--- config.mk ---
export PLATFORM = sky130hd
export DESIGN_NAME = dcua_top
export DESIGN_NICKNAME = d
export VERILOG_FILES = /design/src/design/dcua_pkg.sv /design/src/design/dcua_uid_if.sv /design/src/design/dcua_uid_det.sv /design/src/design/dcua_dchk.sv /design/src/design/dcua_top.sv
export SDC_FILE = /design/constraint.sdc
export NUM_CORES = 2
export LEC_CHECK = 0
export ABC_AREA = 0
export ABC_CLOCK_PERIOD_IN_PS = 2400
export BUFFER_PORTS_ARGS = -buffer_cell sky130_fd_sc_hd__buf_2
export CAP_MARGIN = 20
export CORE_MARGIN = 1
export CORE_UTILIZATION = 30
export CTS_BUF_LIST = sky130_fd_sc_hd__clkbuf_8
export DETAILED_ROUTE_END_ITERATION = 10
export GPL_TIMING_DRIVEN = 0
export SYNTH_ARGS = -nofsm -noshare
export SYNTH_HDL_FRONTEND = slang
export SYNTH_SLANG_ARGS = --single-unit
--- constraint.sdc ---
create_clock -name mclk_i -period 2.4 [get_ports mclk_i]
set_input_delay 0.6 -clock mclk_i [delete_from_list [all_inputs] [get_ports mclk_i]]
set_output_delay 0.6 -clock mclk_i [all_outputs]
set_load 0.02 [all_outputs]
--- src/design/dcua_pkg.sv ---
// dcua_pkg: constants shared by the double-check filter and unset-id alarm block.
// assumes a 32-bit avalon-mm register bus with word-aligned byte addresses.
package dcua_pkg;

	// ------------------------------------------------------------
	// register byte offsets
	// ------------------------------------------------------------
	localparam logic [7:0] DCUA_OFS_CTRL      = 8'h00;
	localparam logic [7:0] DCUA_OFS_WCHK      = 8'h04;
	localparam logic [7:0] DCUA_OFS_STATUS    = 8'h08;
	localparam logic [7:0] DCUA_OFS_ERR_CODE  = 8'h0c;
	localparam logic [7:0] DCUA_OFS_ERR_ID    = 8'h10;
	localparam logic [7:0] DCUA_OFS_ALARM_ID  = 8'h14;
	localparam logic [7:0] DCUA_OFS_IRQ_STAT  = 8'h18;
	localparam logic [7:0] DCUA_OFS_IRQ_MASK  = 8'h1c;
	localparam logic [7:0] DCUA_OFS_DATA_BASE = 8'h40;

	// ------------------------------------------------------------
	// field positions
	// ------------------------------------------------------------
	localparam int DCUA_CTRL_ERR_RST_BIT   = 0;
	localparam int DCUA_STAT_ALARM_BIT     = 0;
	localparam int DCUA_STAT_DET_BIT       = 1;
	localparam int DCUA_STAT_CNT_LSB       = 8;
	localparam int DCUA_IRQ_UNSET_BIT      = 0;
	localparam int DCUA_IRQ_DISCARD_BIT    = 1;
	localparam int DCUA_IRQ_BITS           = 2;

	// ------------------------------------------------------------
	// values
	// ------------------------------------------------------------
	localparam logic [15:0] DCUA_ID_DEF_INPUT   = 16'h02ff;
	localparam logic [15:0] DCUA_ID_DEF_OUTPUT  = 16'h00ff;
	localparam logic [15:0] DCUA_ERR_UNSET_ID   = 16'h0191;
	localparam logic [15:0] DCUA_RST_ERR        = 16'h0000;
	localparam logic [4:0]  DCUA_RST_WCHK       = 5'h00;
	localparam logic [1:0]  DCUA_RST_IRQ        = 2'h0;
	localparam int          DCUA_WORD_BITS      = 16;

	function automatic logic is_unset_id(input logic [15:0] id);
		return (id == DCUA_ID_DEF_INPUT) || (id == DCUA_ID_DEF_OUTPUT);
	endfunction

endpackage

--- src/design/dcua_uid_if.sv ---
// dcua_uid_if: carries detected ids into the unset-id detector and its findings back.
// assumes both ends run on the block clock.
interface dcua_uid_if;
	logic        det_start;
	logic        id_valid;
	logic [15:0] id;
	logic        hit;
	logic [15:0] hit_id;
	logic [1:0]  id_count;
	logic [15:0] alarm_id;

	modport ctl (output det_start, output id_valid, output id,
	             input hit, input hit_id, input id_count, input alarm_id);
	modport det (input det_start, input id_valid, input id,
	             output hit, output hit_id, output id_count, output alarm_id);
endinterface

--- src/design/dcua_uid_det.sv ---
// dcua_uid_det: spots factory-default slave ids during automatic address detection.
// assumes id_valid pulses once per slave reported by the address scan.
module dcua_uid_det
	import dcua_pkg::*;
(
	input  wire logic mclk_i,
	input  wire logic sys_rst_i,
	dcua_uid_if.det   u
);

	logic        seen_in;
	logic        seen_out;
	logic [1:0]  id_count;
	logic [15:0] alarm_id;
	logic        hit;
	logic [15:0] hit_id;
	logic        next_seen_in;
	logic        next_seen_out;
	logic [1:0]  next_id_count;
	logic [15:0] next_alarm_id;
	logic        next_hit;
	logic [15:0] next_hit_id;

	always_comb begin
		logic first;
		first         = 1'b0;
		next_seen_in  = seen_in;
		next_seen_out = seen_out;
		next_id_count = id_count;
		next_alarm_id = alarm_id;
		next_hit      = 1'b0;
		next_hit_id   = hit_id;
		// a new scan forgets the previous result
		if (u.det_start) begin
			next_seen_in  = 1'b0;
			next_seen_out = 1'b0;
			next_id_count = 2'd0;
			next_alarm_id = DCUA_RST_ERR;
		end else if (u.id_valid && is_unset_id(u.id)) begin
			// many slaves sharing one default id count once
			if (u.id == DCUA_ID_DEF_INPUT) begin
				first        = !seen_in;
				next_seen_in = 1'b1;
			end else begin
				first         = !seen_out;
				next_seen_out = 1'b1;
			end
			if (first) begin
				next_id_count = 2'(id_count + 2'd1);
				next_alarm_id = u.id;
				next_hit      = 1'b1;
				next_hit_id   = u.id;
			end
		end
	end

	always_ff @(posedge mclk_i) begin
		if (sys_rst_i) begin
			seen_in  <= 1'b0;
			seen_out <= 1'b0;
			id_count <= 2'd0;
			alarm_id <= DCUA_RST_ERR;
			hit      <= 1'b0;
			hit_id   <= DCUA_RST_ERR;
		end else begin
			seen_in  <= next_seen_in;
			seen_out <= next_seen_out;
			id_count <= next_id_count;
			alarm_id <= next_alarm_id;
			hit      <= next_hit;
			hit_id   <= next_hit_id;
		end
	end

	assign u.hit      = hit;
	assign u.hit_id   = hit_id;
	assign u.id_count = id_count;
	assign u.alarm_id = alarm_id;

endmodule

--- src/design/dcua_dchk.sv ---
// dcua_dchk: double-check filter over one transmission cycle of received points.
// assumes cyc_valid_i pulses once per completed transmission cycle.
module dcua_dchk
	import dcua_pkg::*;
#(
	parameter int NPTS = 256
)(
	input  wire logic            mclk_i,
	input  wire logic            sys_rst_i,
	input  wire logic            cyc_valid_i,
	input  wire logic [NPTS-1:0] cyc_data_i,
	input  wire logic [4:0]      wchk_words_i,
	output logic      [NPTS-1:0] acc_data_o,
	output logic                 discard_o
);

	localparam int NWORDS = NPTS / DCUA_WORD_BITS;

	logic [NPTS-1:0] ref_data;
	logic            ref_ok;
	logic            discard;
	logic [NPTS-1:0] next_ref_data;
	logic            next_ref_ok;
	logic [NPTS-1:0] next_acc;
	logic            next_discard;

	always_comb begin
		logic [DCUA_WORD_BITS-1:0] eq;
		logic                      in_word;
		eq            = '0;
		in_word       = 1'b0;
		next_ref_data = ref_data;
		next_ref_ok   = ref_ok;
		next_acc      = acc_data_o;
		next_discard  = 1'b0;
		if (cyc_valid_i) begin
			next_ref_data = cyc_data_i;
			next_ref_ok   = 1'b1;
			for (int w = 0; w < NWORDS; w++) begin
				eq      = ~(cyc_data_i[w*DCUA_WORD_BITS +: DCUA_WORD_BITS]
				          ^ ref_data[w*DCUA_WORD_BITS +: DCUA_WORD_BITS]);
				// words 0..N-1 are checked whole, whatever slave sits there
				in_word = (w < int'(wchk_words_i));
				if (!ref_ok) begin
					next_discard = 1'b1;
				end else if (in_word) begin
					if (&eq)
						next_acc[w*DCUA_WORD_BITS +: DCUA_WORD_BITS] =
							cyc_data_i[w*DCUA_WORD_BITS +: DCUA_WORD_BITS];
					else
						next_discard = 1'b1;
				end else begin
					for (int b = 0; b < DCUA_WORD_BITS; b++) begin
						if (eq[b])
							next_acc[w*DCUA_WORD_BITS+b] = cyc_data_i[w*DCUA_WORD_BITS+b];
						else
							next_discard = 1'b1;
					end
				end
			end
		end
	end

	always_ff @(posedge mclk_i) begin
		if (sys_rst_i) begin
			ref_data   <= '0;
			ref_ok     <= 1'b0;
			acc_data_o <= '0;
			discard    <= 1'b0;
		end else begin
			ref_data   <= next_ref_data;
			ref_ok     <= next_ref_ok;
			acc_data_o <= next_acc;
			discard    <= next_discard;
		end
	end

	assign discard_o = discard;

endmodule

--- src/design/dcua_top.sv ---
// dcua_top: double-check input filter and unset-id alarm of a sensor-network master,
// with an avalon-mm register slave and one level interrupt.
// assumes the link receiver runs on mclk_i and hands over whole transmission cycles.
//
// Summary of operation
// - during address scan, flag slaves at default id 02ffh or 00ffh
// - an unset-id slave raises the slave alarm flag
// - an unset-id slave loads error code 0191h into the latest error code
// - an unset-id slave loads its id into the latest error id
// - latest error registers keep only the most recent error
// - cyclic transmission keeps running while the alarm is raised
// - slaves sharing one unset id give one entry: count 1, that id
// - result is lost at power-up and reported again after a new scan
// - error reset request turned on then off, or power cycle, clears error
// - error reset clears alarm flag, latest error code and latest error id
// - received data accepted only when equal to the previous cycle
// - 1-bit mode: each bit updates only when it matches its previous value
// - word mode: a 16-bit word updates only when all its bits match
// - word check applies to every address in range, bit slaves included
// - setting of n words covers addresses 0 to 16n-1, bits beyond
module dcua_top
	import dcua_pkg::*;
#(
	parameter int NPTS = 256
)(
	input  wire logic            mclk_i,
	input  wire logic            sys_rst_i,
	// avalon-mm slave
	input  wire logic [7:0]      avs_address_i,
	input  wire logic            avs_read_i,
	input  wire logic            avs_write_i,
	input  wire logic [31:0]     avs_writedata_i,
	output logic      [31:0]     avs_readdata_o,
	output logic                 avs_waitrequest_o,
	// link receiver, same clock
	input  wire logic            cyc_valid_i,
	input  wire logic [NPTS-1:0] cyc_data_i,
	input  wire logic            scan_active_i,
	input  wire logic            scan_id_valid_i,
	input  wire logic [15:0]     scan_id_i,
	// controller side
	output logic      [NPTS-1:0] io_data_o,
	output logic                 slave_alarm_o,
	output logic                 irq_o
);

	localparam int NWORDS = NPTS / DCUA_WORD_BITS;

	// ------------------------------------------------------------
	// sub-blocks
	// ------------------------------------------------------------
	dcua_uid_if uif ();

	logic [4:0] wchk_words;
	logic       discard;
	logic       scan_q;

	dcua_dchk #(
		.NPTS (NPTS)
	) u_dchk (
		.mclk_i       (mclk_i),
		.sys_rst_i    (sys_rst_i),
		.cyc_valid_i  (cyc_valid_i),
		.cyc_data_i   (cyc_data_i),
		.wchk_words_i (wchk_words),
		.acc_data_o   (io_data_o),
		.discard_o    (discard)
	);

	dcua_uid_det u_det (
		.mclk_i    (mclk_i),
		.sys_rst_i (sys_rst_i),
		.u         (uif.det)
	);

	// a scan starts on the rising edge of scan_active_i
	assign uif.det_start = scan_active_i && !scan_q;
	assign uif.id_valid  = scan_active_i && scan_id_valid_i;
	assign uif.id        = scan_id_i;

	// ------------------------------------------------------------
	// bus handshake
	// ------------------------------------------------------------
	// every access waits exactly one cycle so read data can come from a flop
	logic        ack;
	logic        next_ack;
	logic [31:0] next_rdata;
	logic        req;
	logic        wr_go;
	logic        rd_go;

	assign req               = avs_read_i || avs_write_i;
	assign avs_waitrequest_o = req && !ack;
	assign rd_go             = avs_read_i && !ack;
	assign wr_go             = avs_write_i && ack;
	assign next_ack          = req && !ack;

	// ------------------------------------------------------------
	// control and error state
	// ------------------------------------------------------------
	logic                     err_rst_req;
	logic                     err_rst_q;
	logic                     alarm;
	logic [15:0]              err_code;
	logic [15:0]              err_id;
	logic [DCUA_IRQ_BITS-1:0] irq_stat;
	logic [DCUA_IRQ_BITS-1:0] irq_mask;

	logic                     next_err_rst_req;
	logic                     next_err_rst_q;
	logic [4:0]               next_wchk_words;
	logic                     next_alarm;
	logic [15:0]              next_err_code;
	logic [15:0]              next_err_id;
	logic [DCUA_IRQ_BITS-1:0] next_irq_stat;
	logic [DCUA_IRQ_BITS-1:0] next_irq_mask;
	logic                     next_scan_q;

	always_comb begin
		logic                     err_clear;
		logic [DCUA_IRQ_BITS-1:0] ev;
		// the clear acts when the request flag goes from on to off
		err_clear        = err_rst_q && !err_rst_req;
		ev               = '0;
		next_err_rst_req = err_rst_req;
		next_wchk_words  = wchk_words;
		next_irq_mask    = irq_mask;
		next_scan_q      = scan_active_i;
		next_err_rst_q   = err_rst_req;
		next_alarm       = alarm;
		next_err_code    = err_code;
		next_err_id      = err_id;
		next_irq_stat    = irq_stat;

		if (wr_go) begin
			unique case (avs_address_i)
				DCUA_OFS_CTRL:     next_err_rst_req = avs_writedata_i[DCUA_CTRL_ERR_RST_BIT];
				DCUA_OFS_WCHK:     next_wchk_words  = avs_writedata_i[4:0];
				DCUA_OFS_IRQ_STAT: next_irq_stat    = irq_stat & ~avs_writedata_i[DCUA_IRQ_BITS-1:0];
				DCUA_OFS_IRQ_MASK: next_irq_mask    = avs_writedata_i[DCUA_IRQ_BITS-1:0];
				default:           next_err_rst_req = err_rst_req;
			endcase
		end

		if (err_clear) begin
			next_alarm    = 1'b0;
			next_err_code = DCUA_RST_ERR;
			next_err_id   = DCUA_RST_ERR;
		end
		// a new finding wins over a clear in the same cycle
		if (uif.hit) begin
			next_alarm    = 1'b1;
			next_err_code = DCUA_ERR_UNSET_ID;
			next_err_id   = uif.hit_id;
		end

		ev[DCUA_IRQ_UNSET_BIT]   = uif.hit;
		ev[DCUA_IRQ_DISCARD_BIT] = discard;
		next_irq_stat            = next_irq_stat | ev;
	end

	always_ff @(posedge mclk_i) begin
		if (sys_rst_i) begin
			ack         <= 1'b0;
			err_rst_req <= 1'b0;
			err_rst_q   <= 1'b0;
			wchk_words  <= DCUA_RST_WCHK;
			alarm       <= 1'b0;
			err_code    <= DCUA_RST_ERR;
			err_id      <= DCUA_RST_ERR;
			irq_stat    <= DCUA_RST_IRQ;
			irq_mask    <= DCUA_RST_IRQ;
			scan_q      <= 1'b0;
		end else begin
			ack         <= next_ack;
			err_rst_req <= next_err_rst_req;
			err_rst_q   <= next_err_rst_q;
			wchk_words  <= next_wchk_words;
			alarm       <= next_alarm;
			err_code    <= next_err_code;
			err_id      <= next_err_id;
			irq_stat    <= next_irq_stat;
			irq_mask    <= next_irq_mask;
			scan_q      <= next_scan_q;
		end
	end

	// ------------------------------------------------------------
	// read path
	// ------------------------------------------------------------
	always_comb begin
		logic [7:0] widx;
		widx       = 8'((avs_address_i - DCUA_OFS_DATA_BASE) >> 2);
		next_rdata = avs_readdata_o;
		if (rd_go) begin
			next_rdata = '0;
			unique case (avs_address_i)
				DCUA_OFS_CTRL:     next_rdata[DCUA_CTRL_ERR_RST_BIT] = err_rst_req;
				DCUA_OFS_WCHK:     next_rdata[4:0]  = wchk_words;
				DCUA_OFS_STATUS: begin
					next_rdata[DCUA_STAT_ALARM_BIT]                 = alarm;
					next_rdata[DCUA_STAT_DET_BIT]                   = scan_q;
					next_rdata[DCUA_STAT_CNT_LSB +: 2]              = uif.id_count;
				end
				DCUA_OFS_ERR_CODE: next_rdata[15:0] = err_code;
				DCUA_OFS_ERR_ID:   next_rdata[15:0] = err_id;
				DCUA_OFS_ALARM_ID: next_rdata[15:0] = uif.alarm_id;
				DCUA_OFS_IRQ_STAT: next_rdata[DCUA_IRQ_BITS-1:0] = irq_stat;
				DCUA_OFS_IRQ_MASK: next_rdata[DCUA_IRQ_BITS-1:0] = irq_mask;
				default: begin
					// data window: one accepted 16-bit word per bus word
					if (avs_address_i >= DCUA_OFS_DATA_BASE && avs_address_i[1:0] == 2'b00
					    && int'(widx) < NWORDS)
						next_rdata[15:0] = io_data_o[int'(widx)*DCUA_WORD_BITS +: DCUA_WORD_BITS];
				end
			endcase
		end
	end

	always_ff @(posedge mclk_i) begin
		if (sys_rst_i)
			avs_readdata_o <= '0;
		else
			avs_readdata_o <= next_rdata;
	end

	// ------------------------------------------------------------
	// outputs
	// ------------------------------------------------------------
	// the filter is never gated by the alarm, so transmission carries on
	assign slave_alarm_o = alarm;
	assign irq_o         = |(irq_stat & irq_mask);

endmodule

==> impl_results.md <==
- Placed cells: 5753
- GR Util All Layers: 26.11%
- Crit-path slowest cell: clkbuf_1
- Post-Synthesis Cells: 3780
- Dpl hpwl: 113600 um
- Crit path capture type: register
- Most used cell, CP: mux4_2
- DR WL met3: 14640 um
- Clock Path Buffers: 3
- Reg area: 11980 sq um
- 1st-iter DRT viols: 3342
- Final ANT Viol Nets: 0
- Root buf cell: clkbuf_8
- Worst setup margin: -86.39 ps
- Most used DFF post-synth: dfxtp_1
- Area grow syn2layout: 23.70%
- Core box area: 105900 sq um
- Crit path arrival time: 3120 ps
- Slew Viols, Final: 0
- Clock-pin slew on the worst setup and hold paths: 60 ps
- Vias in the first global route: 29362
- Die X: 329.6 um
- Vias: 33408
- Power Dens Cells: 623.3 nW/um^2
- Starting Density: 30.41%
- Tot Pwr: 24.82 mW
- Wl on met1: 60800 um
- Slew @ Worst Pin: 1127 ps
- Clock latency at the later pin of the worst-skew pair: 780 ps
- Synth cell types: 56
- Initial antenna violation count: 71
- Critical Path RT: 3030 ps
- Final #Nets: 4813
- Largest net degree at the start of global routing: 17
- Drt pass-1 iters: 7
- First-pass GRT wire length: 206900 um
- Met2 wire len: 66120 um
- DR WL/cell: 24.84 um
- Post-synth EDFFs: 0
- Fin cells: 5998
- Cts bufs inserted: 111
- DRC Markers: 0
- Mapped Area: 32190 sq um
- Final Skew: 38.66 ps
- Fmax: 402.2 MHz
- Final worst-path cycle share: 103.6%
- Final Setup Violations: 3
- Ports: 610
- Htree depth: 3
- Total congestion overflow: 0
- Max layer used: met5
- Seq/Total Area, Yosys: 37.12%
- Hold Path Class: input port to register
- Worst setup SP type: input port
- Max-cap violations: 0
- Fraction of layout cells with a size suffix above 1: 22.37%
- Worst VDD drop: 0.4238 mV
- CTS tree: done
- Static leakage: 16.19 nW
- RSZ-0062 raised after global routing: yes
- Avg Vias per Cell: 5.570
- Cts hold-fix bufs: 0
- Syn avg cell area: 8.517 sq um
- Ys async rst share: 0%
- I/O Buffers: 562
- Die Ht: 329.6 um
- Placer's final routability congestion estimate: 0.9319
- CP max FO: 8
- Num Clock Sinks: 597
- Std cell rows: 119
- Fill count: 10885
- #FFs+latches synth: 597
- Critical Path, Cell by Cell: buf_4 -> clkbuf_1 -> buf_8 -> mux4_2 -> mux4_2 -> a21oi_1 -> nor2_1
- Area of the multi-input gates: 19450 sq um
- Outcome: complete, but fails checks
- Final Critical Period: 2486 ps
- Crit Path Category: input port to register
- Die area: 108600 sq um
- YS warnings: 0
- Max incr delay on CP: 540 ps
- Rel. slew slack: 24.89%
- Hold Violations, Final: 0
- DRT Wirelength: 149000 um
- Failing checks: setup timing
## cells in the final DEF, fill, tap and decap left out, types with 38 or more instances in the layout
cell type  count
inv_1         44
a21oi_1      118
buf_2        596
clkbuf_8     144
mux4_2        81
nor2_1       316
clkbuf_1     111
mux2i_1      350
dfxtp_1      577
nor2b_1       38
a31oi_1      400
nand3_1      279
and2_1        61
xor2_1       145
clkbuf_2      43
xnor2_1       92
buf_4         51
and3_1       106
o21ai_0      178
nand2b_1      54
nand2_1      468
## final cells by class
| cell class | instances | share of cell area (%) |
|---|---|---|
| Clock inverter | 51 | 0.7132 |
| Tap cell | 1391 | 4.370 |
| Antenna cell | 34 | 0.2136 |
| Buffer | 262 | 3.176 |
| Multi-Input combinational cell | 2927 | 48.84 |
| Timing Repair Buffer | 586 | 7.575 |
| Sequential cell | 597 | 30.08 |
| Clock buffer | 144 | 4.977 |
| Inverter | 6 | 0.05655 |
## cells in the mapped netlist, types with 19 or more instances
master	number	share of area [%]
nor4_1	45	0.87
a31oi_1	400	7.8
nand2_1	470	5.5
mux2i_1	350	11
xnor2_1	104	2.8
clkbuf_1	158	1.8
a41oi_1	19	0.52
mux4_2	81	5.7
and3_1	106	2.1
o21ai_0	178	2.8
a21o_1	19	0.44
xor2_1	145	3.9
and2_1	62	1.2
buf_1	34	0.40
buf_2	42	0.65
buf_4	28	0.65
dfxtp_1	597	37
nor2b_1	38	0.74
nand3_1	279	4.3
nand2b_1	54	1.0
nand4_1	31	0.60
nor2_1	316	3.7
a21oi_1	127	2.0
## per-stage QoR
stage	utilization (%)	hold WS [ps]	area (sq um)	setup slack [ps]	TNS, ps
floorplan	-	413.0	32250	-6.379	-6.379
global placement	34.77	424.6	36810	-2174	-538300
detailed placement	34.83	436.7	36870	-1478	-410930
CTS	37.23	36.19	39420	0.1410	0
global route	37.60	92.82	39800	-46.71	-62.22
finish	37.62	93.81	39820	-86.39	-137.2
## cells by family (layout without fill, tap and decap cells)
kind of cell / Yosys count / in the layout / share of synthesized area (%)
fa+ha+maj: 3 / 3 / 0.1166
flops: 597 / 597 / 37.12
compound gates: 805 / 805 / 15.21
xor+xnor: 249 / 249 / 6.774
other cells: 1 / 50 / 0.01165
mux: 432 / 432 / 16.58
buf+inv: 271 / 1049 / 3.700
simple gates: 1422 / 1422 / 20.49
## power by group
part,internal (mW),switching (mW)
registers,10.4,0.630
logic,1.34,2.20
clock network,5.55,4.75
## final timing paths
check | startpoint | end | slack (ps) | cells past startpoint
setup / recovery | avs_address_i[3] | avs_readdata_o[4] | -90 | 7
hold / removal | avs_writedata_i[2] | wchk_words[2] | 90 | 3
setup reg to reg | u_dchk.acc_data_o[178] | avs_readdata_o[2] | -10 | 4
hold reg to reg | u_dchk.discard_o | irq_stat[1] | 440 | 2
## critical path, delay by kind of cell
| kind | cells | cell delay [ps] |
|---|---|---|
| AOI/OAI and AO/OA | 1 | 330 |
| and+or+nand+nor | 1 | 90 |
| muxes | 2 | 960 |
| buffers and inverters | 3 | 1090 |
## flip-flops by register name, indices dropped and copies added, names as in the netlist
register / count
u_dchk.acc_data_o: 256
u_dchk.ref_ok: 1
u_dchk.discard_o: 1
wchk_words: 5
u_det.u.alarm_id: 16
u_det.u.hit: 1
u_dchk.ref_data: 256
ack: 1
u_det.u.id_count: 2
u_det.u.hit_id: 16
err_rst_req: 1
scan_q: 1
u_det.seen_in: 1
irq_mask: 2
err_id: 16
err_code: 1
u_det.seen_out: 1
err_rst_q: 1
avs_readdata_o: 16
irq_stat: 2
## per-layer routing
| metal | GRT usage [%] | up-vias |
|---|---|---|
| li1 | - | 15205 |
| met4 | 12.57 | 52 |
| met1 | 34.07 | 16054 |
| met3 | 6.124 | 363 |
| met2 | 40.40 | 1734 |
| met5 | 0 | - |
## repair_timing
item | CTS | global route
endpoints found under the setup margin | 267 | 221
gates resized for setup | 74 | 77
pin swaps | 10 | 22
setup buffers | 6 | 11
No activity file was read; power rests on OpenSTA's default activity.
